==> src/pwr_ctrl_pkg.sv <==
// Constants and types shared by the power mode and supply controller
package pwr_ctrl_pkg;

  // Power modes held by the mode state register
  typedef enum logic [3:0] {
    MODE_RUN,
    MODE_SLEEP,
    MODE_LP_RUN,
    MODE_LP_SLEEP,
    MODE_STOP0,
    MODE_STOP1,
    MODE_STOP2,
    MODE_STANDBY,
    MODE_SHUTDOWN
  } power_mode_e;

  // Mode requests from software
  localparam logic [2:0] REQ_NONE = 3'h0;
  localparam logic [2:0] REQ_SLEEP = 3'h1;
  localparam logic [2:0] REQ_LP_RUN = 3'h2;
  localparam logic [2:0] REQ_RUN = 3'h3;
  localparam logic [2:0] REQ_STOP0 = 3'h4;
  localparam logic [2:0] REQ_STOP1 = 3'h5;
  localparam logic [2:0] REQ_STOP2 = 3'h6;
  localparam logic [2:0] REQ_STANDBY = 3'h7;

  // Voltage range codes
  localparam logic RANGE_1 = 1'b0;
  localparam logic RANGE_2 = 1'b1;

  // Brown-out threshold option codes; code 0 is the lowest level, 1710 mV
  localparam logic [1:0] BROWNOUT_LEVEL_LOWEST = 2'h0;
  localparam int BROWNOUT_LOWEST_MV = 1710;

  // Frequency limits, in kHz
  localparam int RANGE1_MAX_KHZ = 64000;
  localparam int RANGE2_MAX_KHZ = 16000;
  localparam int LP_RUN_MAX_KHZ = 2000;
  localparam int FAST_OSC_KHZ = 16000;
  localparam int MULTISPEED_MAX_KHZ = 48000;

  // Clock and settle time of the supply monitor inputs
  localparam int CLK_MHZ = 125;
  localparam int MON_SETTLE_NS = 64;
  localparam int MON_SETTLE_CYC = (MON_SETTLE_NS * CLK_MHZ + 999) / 1000;
  localparam logic [3:0] MON_SETTLE_CNT = 4'(MON_SETTLE_CYC);

  // Reset values
  localparam logic BUCK_ACTIVE_RST = 1'b0;
  localparam logic WAKE_CLK_FAST_RST = 1'b1;

endpackage : pwr_ctrl_pkg

==> src/power_mode_supply_controller.sv <==
// Power mode sequencer, regulator selection, buck converter and supply monitors
//
// How it works
// - Intelligent bypass forces the buck converter into bypass below the brown-out level.
// - Every reset brings the buck converter up in bypass.
// - Software enable or bypass of the buck converter takes effect at once.
// - A control bit picks automatic bypass; the level comes from option settings.
// - Main regulator powers the core in Run, Sleep and shallowest Stop.
// - Low-power regulator serves LP run, LP sleep, deeper Stops, retained SRAM Standby.
// - Standby and Shutdown power the main regulator down, outputs high impedance; the LP regulator stays on in retained SRAM Standby.
// - The radio subsystem alone switches the radio regulator.
// - LP run: main regulator off, CPU clock at most 2 MHz.
// - Outside Shutdown, reset is held while supply sits below the brown-out level.
// - Power-on uses the lowest brown-out level; higher ones only via options.
// - Enabled supply detector interrupts on falling, rising or both crossings.
// - Analog supply is compared with a fixed level and reported as in range.
// - After reset the mode is Run with voltage range 1.
// - Sleep stops only the application CPU; any interrupt or event wakes it.
// - LP sleep only from LP run, gates CPU clock, wakes back to LP run.
// - Stop modes keep SRAM, registers and slow oscillator alive.
// - Shallowest Stop keeps the main regulator on for fast wakeup.
// - Stop exit uses multispeed or 16 MHz clock; converter restarts automatically.
`timescale 1ns/1ns
`default_nettype none
module power_mode_supply_controller
  import pwr_ctrl_pkg::*;
(
  // Clock and reset
  input wire logic I_CLOCK,
  input wire logic I_RST,
  // Software control bits
  input wire logic i_buck_converter_enable,
  input wire logic i_intelligent_bypass_en,
  input wire logic i_range_select,
  input wire logic [2:0] i_mode_request,
  input wire logic i_wake_clk_fast,
  input wire logic i_retain_sram_standby,
  input wire logic i_shutdown_request,
  input wire logic i_wakeup_event,
  input wire logic [15:0] i_sys_clk_khz,
  input wire logic [15:0] i_periph_clk_khz,
  input wire logic i_radio_active,
  // Option settings
  input wire logic [1:0] i_brownout_level_option,
  input wire logic i_options_loaded,
  // Programmable supply detector
  input wire logic i_supply_detector_enable,
  input wire logic i_detect_falling_en,
  input wire logic i_detect_rising_en,
  input wire logic i_supply_detector_below,
  input wire logic i_supply_detector_ack,
  // Analog comparators
  input wire logic i_brownout_monitor_below,
  input wire logic i_analog_supply_monitor_ok,
  // Radio subsystem request for its regulator
  input wire logic i_radio_regulator_request,
  // Regulator and converter controls
  output logic O_BUCK_CONVERTER_ACTIVE,
  output logic O_MAIN_REGULATOR_ON,
  output logic O_LOW_POWER_REGULATOR_ON,
  output logic O_REGULATOR_HIGHZ,
  output logic O_RADIO_REGULATOR_ON,
  output logic O_RETAINED_SRAM_BANK_SUPPLY,
  // Clocks and resets
  output logic O_APPLICATION_CPU_CLK_EN,
  output logic O_SLOW_OSC_KEEP,
  output logic O_WAKE_CLK_FAST,
  output logic O_SYSTEM_RESET_HOLD,
  output logic [1:0] O_BROWNOUT_LEVEL,
  // Status
  output logic [3:0] O_POWER_MODE,
  output logic O_CORE_SUPPLY_RANGE,
  output logic O_CLOCK_LIMIT_ERROR,
  output logic O_SUPPLY_DETECTOR_IRQ,
  output logic O_ANALOG_SUPPLY_OK
);

  power_mode_e mode_q;
  power_mode_e mode_d;
  logic buck_q;
  logic main_reg_q;
  logic lp_reg_q;
  logic highz_q;
  logic radio_reg_q;
  logic sram_ret_q;
  logic cpu_clk_en_q;
  logic slow_osc_q;
  logic wake_fast_q;
  logic hold_q;
  logic [1:0] brownout_level_q;
  logic range_q;
  logic limit_err_q;
  logic det_irq_q;
  logic analog_ok_q;
  logic opt_done_q;
  logic brownout_below;
  logic det_rise;
  logic det_fall;
  logic analog_ok;
  logic radio_req_meta_q;
  logic radio_req_q;
  logic in_stop;

  // Comparators are asynchronous to the system clock
  supply_filter u_brownout_filter (
    .clk(I_CLOCK),
    .rst(I_RST),
    .i_raw(i_brownout_monitor_below),
    .o_level(brownout_below),
    .o_rise(),
    .o_fall()
  );
  supply_filter u_detector_filter (
    .clk(I_CLOCK),
    .rst(I_RST),
    .i_raw(i_supply_detector_below),
    .o_level(),
    .o_rise(det_rise),
    .o_fall(det_fall)
  );
  supply_filter u_analog_filter (
    .clk(I_CLOCK),
    .rst(I_RST),
    .i_raw(i_analog_supply_monitor_ok),
    .o_level(analog_ok),
    .o_rise(),
    .o_fall()
  );

  function automatic logic is_stop(input power_mode_e m);
    is_stop = (m == MODE_STOP0) || (m == MODE_STOP1) || (m == MODE_STOP2);
  endfunction : is_stop
  assign in_stop = is_stop(mode_q);

  // Mode sequencer
  always_comb
  begin
    mode_d = mode_q;
    case (mode_q)
      MODE_RUN:
      begin
        if (i_shutdown_request)
          mode_d = MODE_SHUTDOWN;
        else
        begin
          case (i_mode_request)
            REQ_SLEEP: mode_d = MODE_SLEEP;
            REQ_LP_RUN: mode_d = MODE_LP_RUN;
            REQ_STOP0: mode_d = MODE_STOP0;
            REQ_STOP1: mode_d = MODE_STOP1;
            REQ_STOP2: mode_d = MODE_STOP2;
            REQ_STANDBY: mode_d = MODE_STANDBY;
            default: mode_d = MODE_RUN;
          endcase
        end
      end
      MODE_SLEEP, MODE_STOP0, MODE_STOP1, MODE_STOP2:
      begin
        if (i_wakeup_event)
          mode_d = MODE_RUN;
      end
      MODE_LP_RUN:
      begin
        if (i_mode_request == REQ_SLEEP)
          mode_d = MODE_LP_SLEEP;
        else if (i_mode_request == REQ_RUN)
          mode_d = MODE_RUN;
        else if (i_mode_request == REQ_STOP1)
          mode_d = MODE_STOP1;
        else if (i_mode_request == REQ_STOP2)
          mode_d = MODE_STOP2;
      end
      MODE_LP_SLEEP:
      begin
        if (i_wakeup_event)
          mode_d = MODE_LP_RUN;
      end
      // Leaving these modes goes through a full reset
      MODE_STANDBY, MODE_SHUTDOWN: mode_d = mode_q;
      default: mode_d = MODE_RUN;
    endcase
  end

  always_ff @(posedge I_CLOCK or posedge I_RST)
  begin
    if (I_RST)
      mode_q <= MODE_RUN;
    else
      mode_q <= mode_d;
  end

  // Regulator selection follows the next mode so it changes with the mode
  always_ff @(posedge I_CLOCK or posedge I_RST)
  begin
    if (I_RST)
    begin
      main_reg_q <= 1'b1;
      lp_reg_q <= 1'b0;
      highz_q <= 1'b0;
      sram_ret_q <= 1'b0;
    end
    else
    begin
      main_reg_q <= (mode_d == MODE_RUN) || (mode_d == MODE_SLEEP)
                    || (mode_d == MODE_STOP0);
      lp_reg_q <= (mode_d == MODE_LP_RUN) || (mode_d == MODE_LP_SLEEP)
                  || (mode_d == MODE_STOP1) || (mode_d == MODE_STOP2)
                  || ((mode_d == MODE_STANDBY) && i_retain_sram_standby);
      highz_q <= (mode_d == MODE_SHUTDOWN) || (mode_d == MODE_STANDBY);
      sram_ret_q <= (mode_d != MODE_SHUTDOWN)
                    && ((mode_d != MODE_STANDBY) || i_retain_sram_standby);
    end
  end

  // Clock gating: only the application CPU stops in the sleep modes
  always_ff @(posedge I_CLOCK or posedge I_RST)
  begin
    if (I_RST)
    begin
      cpu_clk_en_q <= 1'b1;
      slow_osc_q <= 1'b1;
    end
    else
    begin
      cpu_clk_en_q <= (mode_d == MODE_RUN) || (mode_d == MODE_LP_RUN);
      slow_osc_q <= (mode_d != MODE_SHUTDOWN);
    end
  end

  // Wakeup clock choice; the fast oscillator is forced while radio or converter is used
  always_ff @(posedge I_CLOCK or posedge I_RST)
  begin
    if (I_RST)
      wake_fast_q <= WAKE_CLK_FAST_RST;
    else if (!in_stop)
      wake_fast_q <= i_wake_clk_fast || i_radio_active || i_buck_converter_enable;
  end

  // Buck converter: bypass at reset, in bypass below brown-out when selected
  always_ff @(posedge I_CLOCK or posedge I_RST)
  begin
    if (I_RST)
      buck_q <= BUCK_ACTIVE_RST;
    else if (i_intelligent_bypass_en && brownout_below)
      buck_q <= 1'b0;
    else if (in_stop && (mode_d == MODE_RUN))
      buck_q <= i_buck_converter_enable;
    else
      buck_q <= i_buck_converter_enable && !in_stop
                && (mode_d != MODE_STANDBY) && (mode_d != MODE_SHUTDOWN);
  end

  // Radio regulator follows the radio subsystem alone
  always_ff @(posedge I_CLOCK or posedge I_RST)
  begin
    if (I_RST)
    begin
      radio_req_meta_q <= 1'b0;
      radio_req_q <= 1'b0;
      radio_reg_q <= 1'b0;
    end
    else
    begin
      radio_req_meta_q <= i_radio_regulator_request;
      radio_req_q <= radio_req_meta_q;
      radio_reg_q <= radio_req_q;
    end
  end

  // Brown-out level: lowest after reset, option value only once options are loaded
  always_ff @(posedge I_CLOCK or posedge I_RST)
  begin
    if (I_RST)
    begin
      brownout_level_q <= BROWNOUT_LEVEL_LOWEST;
      opt_done_q <= 1'b0;
    end
    else if (i_options_loaded && !opt_done_q)
    begin
      brownout_level_q <= i_brownout_level_option;
      opt_done_q <= 1'b1;
    end
  end

  // Reset hold while supply is low; the monitor is off in Shutdown
  always_ff @(posedge I_CLOCK or posedge I_RST)
  begin
    if (I_RST)
      hold_q <= 1'b1;
    else
      hold_q <= brownout_below && (mode_q != MODE_SHUTDOWN);
  end

  // Voltage range, only changed in Run
  always_ff @(posedge I_CLOCK or posedge I_RST)
  begin
    if (I_RST)
      range_q <= RANGE_1;
    else if (mode_q == MODE_RUN)
      range_q <= i_range_select;
  end

  // Clock limit check flags software that breaks the range limits
  always_ff @(posedge I_CLOCK or posedge I_RST)
  begin
    if (I_RST)
      limit_err_q <= 1'b0;
    else
    begin
      case (mode_q)
        MODE_LP_RUN, MODE_LP_SLEEP:
          limit_err_q <= (32'(i_sys_clk_khz) > LP_RUN_MAX_KHZ)
                         || i_radio_active;
        default:
          if (range_q == RANGE_2)
            limit_err_q <= (32'(i_sys_clk_khz) > RANGE2_MAX_KHZ)
                           || (32'(i_periph_clk_khz) > RANGE2_MAX_KHZ);
          else
            limit_err_q <= 32'(i_sys_clk_khz) > RANGE1_MAX_KHZ;
      endcase
    end
  end

  // Detector interrupt; a new crossing wins over the acknowledge
  always_ff @(posedge I_CLOCK or posedge I_RST)
  begin
    if (I_RST)
      det_irq_q <= 1'b0;
    else if (i_supply_detector_enable && mode_q != MODE_STANDBY && mode_q != MODE_SHUTDOWN
             && ((det_rise && i_detect_falling_en) || (det_fall && i_detect_rising_en)))
      det_irq_q <= 1'b1;
    else if (i_supply_detector_ack || !i_supply_detector_enable)
      det_irq_q <= 1'b0;
  end

  // Analog supply status
  always_ff @(posedge I_CLOCK or posedge I_RST)
  begin
    if (I_RST)
      analog_ok_q <= 1'b0;
    else
      analog_ok_q <= analog_ok;
  end

  assign O_BUCK_CONVERTER_ACTIVE = buck_q;
  assign O_MAIN_REGULATOR_ON = main_reg_q;
  assign O_LOW_POWER_REGULATOR_ON = lp_reg_q;
  assign O_REGULATOR_HIGHZ = highz_q;
  assign O_RADIO_REGULATOR_ON = radio_reg_q;
  assign O_RETAINED_SRAM_BANK_SUPPLY = sram_ret_q;
  assign O_APPLICATION_CPU_CLK_EN = cpu_clk_en_q;
  assign O_SLOW_OSC_KEEP = slow_osc_q;
  assign O_WAKE_CLK_FAST = wake_fast_q;
  assign O_SYSTEM_RESET_HOLD = hold_q;
  assign O_BROWNOUT_LEVEL = brownout_level_q;
  assign O_POWER_MODE = mode_q;
  assign O_CORE_SUPPLY_RANGE = range_q;
  assign O_CLOCK_LIMIT_ERROR = limit_err_q;
  assign O_SUPPLY_DETECTOR_IRQ = det_irq_q;
  assign O_ANALOG_SUPPLY_OK = analog_ok_q;

endmodule : power_mode_supply_controller
`default_nettype wire

==> src/supply_filter.sv <==
// Two-flop synchroniser with settle filter for one analog comparator output
`timescale 1ns/1ns
`default_nettype none
module supply_filter
  import pwr_ctrl_pkg::*;
(
  input wire logic clk,
  input wire logic rst,
  input wire logic i_raw,
  output logic o_level,
  output logic o_rise,
  output logic o_fall
);

  logic meta_q;
  logic sync_q;
  logic level_q;
  logic [3:0] cnt_q;

  always_ff @(posedge clk or posedge rst)
  begin
    if (rst)
    begin
      meta_q <= 1'b0;
      sync_q <= 1'b0;
    end
    else
    begin
      meta_q <= i_raw;
      sync_q <= meta_q;
    end
  end

  // Comparator chatter near the threshold would fire repeated events
  always_ff @(posedge clk or posedge rst)
  begin
    if (rst)
    begin
      cnt_q <= 4'h0;
      level_q <= 1'b0;
    end
    else if (sync_q == level_q)
    begin
      cnt_q <= 4'h0;
    end
    else if (cnt_q >= MON_SETTLE_CNT - 4'h1)
    begin
      cnt_q <= 4'h0;
      level_q <= sync_q;
    end
    else
    begin
      cnt_q <= cnt_q + 4'h1;
    end
  end

  assign o_level = level_q;
  assign o_rise = (sync_q != level_q) && (cnt_q >= MON_SETTLE_CNT - 4'h1) && sync_q;
  assign o_fall = (sync_q != level_q) && (cnt_q >= MON_SETTLE_CNT - 4'h1) && !sync_q;

endmodule : supply_filter
`default_nettype wire

==> config.mk <==
export PLATFORM = sky130hd
export DESIGN_NAME = power_mode_supply_controller
export DESIGN_NICKNAME = d
export VERILOG_FILES = /design/src/pwr_ctrl_pkg.sv /design/src/power_mode_supply_controller.sv /design/src/supply_filter.sv
export SDC_FILE = /design/constraint.sdc
export NUM_CORES = 1
export LEC_CHECK = 0
export BUFFER_PORTS_ARGS = -buffer_cell sky130_fd_sc_hd__buf_2
export CORE_MARGIN = 1
export CORE_UTILIZATION = 45
export CTS_BUF_LIST = sky130_fd_sc_hd__clkbuf_8
export DETAILED_ROUTE_END_ITERATION = 12
export GPL_TIMING_DRIVEN = 0
export HOLD_SLACK_MARGIN = 0.02
export PLACE_DENSITY = 0.78
export SLEW_MARGIN = 40
export SYNTH_ARGS = -nofsm -noshare
export SYNTH_HDL_FRONTEND = slang
export SYNTH_SLANG_ARGS = --single-unit
==> constraint.sdc <==
create_clock -name I_CLOCK -period 1.9 [get_ports I_CLOCK]
set_clock_uncertainty 0.2 [all_clocks]
set_input_delay 0.38 -clock I_CLOCK [delete_from_list [all_inputs] [get_ports I_CLOCK]]
set_output_delay 0.38 -clock I_CLOCK [all_outputs]
set_load 0.02 [all_outputs]
==> run summary, run 1 <==
Outcome = finished, violations left
Failing checks = design-rule violations
Worst setup margin = 0.0432 ns
Inst Count DP = 290
Crit path required time = 1.88 ns
Area delta synth->final = 34.7%
VDD IR max = 0.000566 V
Num ports = 76
Hold WS = 0.0783 ns
Seq cells post-synth = 44
Slew Limit Fails = 0
DRC viols = 2
Initial antenna violation count = 0
Worst skew pair latency = 0.29 ns
CP max-delay cell = or4b_4
Period utilization = 0.977
Gr ovfl total = 0
H-Tree Depth = 2
CP endpoint kind = register
Relative slew slack = 0.640
Post-DP Area = 2310 µm²
Syn Nets = 224
Reg area = 1110 µm²
Layout Nets = 314
Setup-failing EPs final = 0
1st-pass router iterations = 8
Min cycle time layout = 1.86 ns
Clock Root Buffer = clkbuf_8
Die W = 66.4 µm
Inserted Diodes = 0
Fraction of layout instances using a drive strength above 1 = 0.438
Final TNS setup = 0 ns
Core ar. = 4000 µm²
Total CTS buffers = 5
Post-Syn Instances = 165
Post-route ant nets = 0
Mean Syn Cell Area = 11.3 µm²
LEAKAGE = 1.26 nW
Via density = 5.19
Critical path data arrival time = 1.84 ns
Initial Utilization = 0.467
Critical-path cell list = or4b_4 > a21oi_2 > a211o_2 > and4b_1 > nor2_1
Final GP Congestion = 0.839
Post-Layout Cell Count = 306
CP max stage delay = 0.55 ns
CP Class = register to register
Power density over the cells = 1220 nW/µm²
Number of unique standard cell types used by synthesis = 38
RSZ-0062 raised after global routing = no
Cell row count = 23
HPWL Detailed = 3000 µm
Critical-path maximum fanout = 5
Synth warn = 0
Fmax = 539 MHz
Area occupied by multi-input gates = 743 µm²
Sequential share of the synthesized area = 0.593
Vias in the first global route = 1539
Clk slew on worst S/H paths = 0.08 ns
Vias = 1589
Global Route Usage Sum = 0.197
Port bufs = 75
Total power = 3.07 mW
Die H = 66.4 µm
HP Class = input port to register
Total wire length = 4010 µm
Finished Cell Area = 2520 µm²
Slew @ Worst Pin = 0.534 ns
Drt wl/cell = 13.1 µm
Synth Cell Area = 1870 µm²
Number of clock sinks = 44
CTS tree = yes
Setup WS pre-CTS = -0.0961 ns
Largest net degree at the start of global routing = 45
First-pass GRT wire length = 6320 µm
Critical Path Start Type = register
Total Die Area = 4410 µm²
Max Root-Sink Buffers = 2
Fillers = 320
Initial DRC count = 57
Hold Vio Cnt, Final = 0
Max cap viols = 0
Final core occ = 0.629
[cells in the mapped netlist, drive strengths merged]
cell type | n | share of area
nor3 | 5 | 0.013
or4b | 1 | 0.0054
nor2 | 18 | 0.036
dfstp | 5 | 0.070
or4 | 2 | 0.0080
dfrtp | 39 | 0.52
o21ai | 4 | 0.011
o22ai | 2 | 0.014
a211oi | 1 | 0.0040
a211o | 1 | 0.0054
nand3b | 1 | 0.0040
and4 | 1 | 0.0047
and4b | 2 | 0.011
inv | 7 | 0.014
nand2b | 1 | 0.0034
a31o | 1 | 0.0047
o41ai | 1 | 0.0047
mux2 | 6 | 0.036
ha | 3 | 0.020
o221ai | 1 | 0.0047
nand2 | 14 | 0.028
o211ai | 2 | 0.0080
or2b | 1 | 0.0047
nor4 | 6 | 0.023
a32oi | 1 | 0.0047
nor2b | 5 | 0.017
a31oi | 2 | 0.0067
and2 | 2 | 0.0067
nand3 | 6 | 0.016
nor4b | 1 | 0.0047
or2 | 1 | 0.0034
a22o | 3 | 0.014
xor2 | 3 | 0.014
a21oi | 11 | 0.029
buf | 2 | 0.012
and3 | 3 | 0.010
[area by class of cell]
class | instances | area share
tap | 50 | 0.0249
clock buffer | 5 | 0.0273
sequential | 44 | 0.442
clock inverter | 3 | 0.0154
inverter | 7 | 0.0114
timing repair buffer | 85 | 0.184
multi-input combinational | 112 | 0.295
[logic make-up (layout without fill, tap and decap cells)]
family / Yosys count / count (layout) / share of synthesized area
and+or+nand+nor: 70 / 70 / 0.200
muxes: 6 / 6 / 0.0362
AOI/OAI and AO/OA: 30 / 30 / 0.111
xor gates and xnor gates: 3 / 3 / 0.0141
DFF: 44 / 44 / 0.593
adders and majority gates: 3 / 3 / 0.0201
buffers and inverters: 9 / 100 / 0.0261
[sequential cells by signal, indices dropped and copies added (netlist names), 2 cells and up]
name                     cells
u_brownout_filter.cnt_q      4
u_detector_filter.cnt_q      4
u_analog_filter.cnt_q        4
O_BROWNOUT_LEVEL             2
O_POWER_MODE                 4
[metal layers]
metal	track usage	vias to the layer above	share of wire
li1	-	773	-
met1	0.232	748	0.43
met2	0.333	62	0.49
met3	0.0534	6	0.070
met4	0.0878	0	0.013
met5	0	-	0
[path summary, 6_finish.rpt]
path | slack (ns) | to | cells after the start | startpoint
setup / recovery | 0.04 | O_LOW_POWER_REGULATOR_ON$_DFF_PP0_ | 5 | O_POWER_MODE[2]$_DFF_PP0_
hold / removal | 0.08 | opt_done_q$_DFFE_PP0P_ | 2 | i_options_loaded
setup reg to reg | 0.04 | O_LOW_POWER_REGULATOR_ON$_DFF_PP0_ | 5 | O_POWER_MODE[2]$_DFF_PP0_
hold reg to reg | 0.15 | O_RADIO_REGULATOR_ON$_DFF_PP0_ | 0 | radio_req_q$_DFF_PP0_
max in group asynchronous | 0.63 | O_POWER_MODE[0]$_DFF_PP0_ | 3 | I_RST
min in group asynchronous | 0.49 | u_brownout_filter.cnt_q[2]$_DFF_PP0_ | 3 | I_RST
[critical path, delay by kind of cell, from the launching register on]
kind | cells | cell delay, ns
simple gates | 3 | 0.82
flops | 1 | 0.45
compound gates | 2 | 0.27
[cells in the final DEF, fill, tap and decap left out, types with 2 or more instances in the layout]
| master | instances |
|---|---|
| nor3_1 | 5 |
| xor2_1 | 3 |
| dfrtp_2 | 3 |
| a22o_1 | 2 |
| dfstp_2 | 5 |
| o211ai_1 | 2 |
| inv_1 | 7 |
| a31oi_1 | 2 |
| and4b_1 | 2 |
| and2_1 | 2 |
| dlygate4sd3_1 | 5 |
| nor2b_1 | 5 |
| o21ai_0 | 4 |
| or4_1 | 2 |
| nor4_1 | 5 |
| buf_2 | 75 |
| nor2_1 | 18 |
| ha_1 | 3 |
| nand3_1 | 6 |
| nand2_1 | 14 |
| clkbuf_8 | 5 |
| a21oi_1 | 10 |
| mux2_2 | 6 |
| and3_1 | 3 |
| dfrtp_1 | 36 |
| buf_4 | 5 |
[where the power goes]
part / internal, mW / switching (mW) / leakage [nW]
Combinational: 0.426 / 0.561 / 0.659
Sequential: 1.20 / 0.195 / 0.540
Clock: 0.385 / 0.302 / 0.0593
[timing repair]
item                                    4_1_cts  5_1_grt
buffers inserted                              3        2
endpoints found under the setup margin        4        4
gates resized for setup                       2        4
gates cloned                                  0        0
pin swaps                                     3        1
hold buffers                                  5        0
endpoints found under the hold margin        43        0
Power figures use the tool's default switching activity.
==> run 2: changes to the inputs <==
--- a/config.mk
+++ b/config.mk
@@ -6,7 +6,7 @@
 export NUM_CORES = 1
 export LEC_CHECK = 0
 export BUFFER_PORTS_ARGS = -buffer_cell sky130_fd_sc_hd__buf_2
-export CORE_MARGIN = 1
+export CORE_MARGIN = 3
 export CORE_UTILIZATION = 45
 export CTS_BUF_LIST = sky130_fd_sc_hd__clkbuf_8
 export DETAILED_ROUTE_END_ITERATION = 12
==> run 2 against run 1 <==
- the flow now finishes without violations
- sequential power about the same
- register-to-register slack about the same
- via count decreased by 0.63%
- design area increased by 0.60%
- final cell count increased by 0.65%
- highest routed layer unchanged
- core utilization increased by 3.3 points
- first-iteration DRC count increased by 11%
- sequential cell count unchanged
- non-clock buffer count increased by 4
- global-route usage decreased by 2.2 points
- critical path depth unchanged
==> run summary, run 2 (synthesized netlist as in run 1, its figures left out) <==
Inserted Diodes = 0
Busiest layer in global routing = met2
Commonest non-fill, non-tap cell in the layout = buf_2
HP Start = i_options_loaded
Period utilization = 0.982
Initial antenna violation count = 0
Slew @ Worst Pin = 0.508 ns
Total power = 3.05 mW
Port bufs = 75
Fmax = 536 MHz
Fillers = 300
Most frequent cells in the layout = 75 x buf_2, 35 x dfrtp_1, 18 x nor2_1, 14 x nand2_1, 10 x a21oi_1
First-pass GRT wire length = 6890 µm
Final TNS setup = 0 ns
Critical Path Start Type = register
DRC viols = 0
Post-route ant nets = 0
Max Root-Sink Buffers = 2
HPWL Detailed = 3110 µm
Worst skew pair latency = 0.29 ns
Crit path required time = 1.88 ns
Largest net degree at the start of global routing = 45
Initial Utilization = 0.488
CTS tree = yes
Hold endpoint = opt_done_q$_DFFE_PP0P_
Critical-path maximum fanout = 7
H-Tree Depth = 2
GRT met2 Usage = 0.292
Vias in the first global route = 1594
Cell row count = 22
Via density = 5.13
Total Die Area = 4960 µm²
Worst r2r dst = O_RETAINED_SRAM_BANK_SUPPLY$_DFF_PP0_
Hold WS = 0.0862 ns
Global Route Usage Sum = 0.175
Met3 GRT Util = 0.0432
Core ar. = 3830 µm²
Num ports = 76
Final GP Congestion = 0.799
Worst setup margin = 0.0343 ns
Power density over the cells = 1200 nW/µm²
Slew Limit Fails = 0
Setup-failing EPs final = 0
FF-to-FF path depth = 5
Total wire length = 4150 µm
Gr ovfl total = 0
Number of clock sinks = 44
GR Util met1 = 0.215
RSZ-0062 raised after global routing = yes
Die H = 70.4 µm
Layout Nets = 318
Vias = 1579
Outcome = finished clean
Worst R2R Setup Slack = 0.03 ns
Setup WS pre-CTS = -0.112 ns
Fraction of layout instances using a drive strength above 1 = 0.450
Hold Vio Cnt, Final = 0
Initial DRC count = 63
Relative slew slack = 0.661
Area delta synth->final = 35.5%
Clk slew on worst S/H paths = 0.07 ns
Max cap viols = 0
1st-pass router iterations = 4
VDD IR max = 0.000783 V
Min cycle time layout = 1.87 ns
Drt wl/cell = 13.5 µm
CP Launch Point = O_POWER_MODE[2]$_DFF_PP0_
Die W = 70.4 µm
Reg2reg start = O_POWER_MODE[2]$_DFF_PP0_
Critical path data arrival time = 1.85 ns
Hold path cells = 2
CP Class = register to register
HP Class = input port to register
LEAKAGE = 1.27 nW
CP endpoint kind = register
Clock Root Buffer = clkbuf_8
Total CTS buffers = 5
run 2: cell count changes in the layout (fill, tap and decap cells not counted), sizes merged:
cell | previous run | this run
clkinv | 1 | 0
buf | 80 | 83
bufinv | 1 | 0
clkbuf | 5 | 8
run 2: layout make-up:
class,count,area (µm²),area share
clock buffers,7,96.3,0.0381
clock inverters,1,3.75,0.00148
inverters,7,28.8,0.0114
multi-input cells,112,739,0.292
flip-flops and latches,44,1110,0.439
well taps,48,60.1,0.0237
repair buffers,89,490,0.194
run 2: layer usage:
metal / routed length (µm) / share of wire
met2: 2150 / 0.52
met3: 185 / 0.045
met1: 1750 / 0.42
met4: 71 / 0.017
met5: 0 / 0
run 2: critical path, stage by stage, from the launching register on:
cell and delay [ns]:
dfrtp_2 0.47, or4b_4 0.53, a21oi_2 0.13, a211o_2 0.14
and4b_1 0.23, nor2_1 0.06
run 2: how the worst max path moves through the flow:
stage,end,slack (ns),cells after the start
2_1_floorplan,O_LOW_POWER_REGULATOR_ON$_DFF_PP0_,0.00005,6
3_3_place_gp,O_POWER_MODE[2]$_DFF_PP0_,-0.33,2
3_5_place_dp,O_CLOCK_LIMIT_ERROR$_DFF_PP0_,-0.11,6
4_1_cts,O_RETAINED_SRAM_BANK_SUPPLY$_DFF_PP0_,0.02,5
5_1_grt,O_LOW_POWER_REGULATOR_ON$_DFF_PP0_,-0.05,5
6_report,O_RETAINED_SRAM_BANK_SUPPLY$_DFF_PP0_,0.03,5
run 2: what timing repair did:
item,in CTS,in global routing
setup buffers,4,5
resized for setup,3,4
cloned,0,0
hold buffers,5,0
endpoints found under the hold margin,43,0
pin swaps,4,4
endpoints found under the setup margin,4,4
run 2: per-stage QoR:
| step | std cells | util | area, µm² |
|---|---|---|---|
| after detailed placement | 288 | 0.603 | 2310 |
| final | 308 | 0.662 | 2530 |
| after CTS | 303 | 0.649 | 2480 |
| after global placement | 288 | 0.603 | 2310 |
| after global routing | 308 | 0.662 | 2530 |
| after floorplan | 165 | - | 1870 |
run 2: power breakdown:
group / internal, mW / switching, mW / leakage (nW)
Combinational: 0.456 / 0.578 / 0.677
Sequential: 1.21 / 0.191 / 0.539
Clock: 0.326 / 0.292 / 0.0557
Total: 1.99 / 1.06 / 1.27
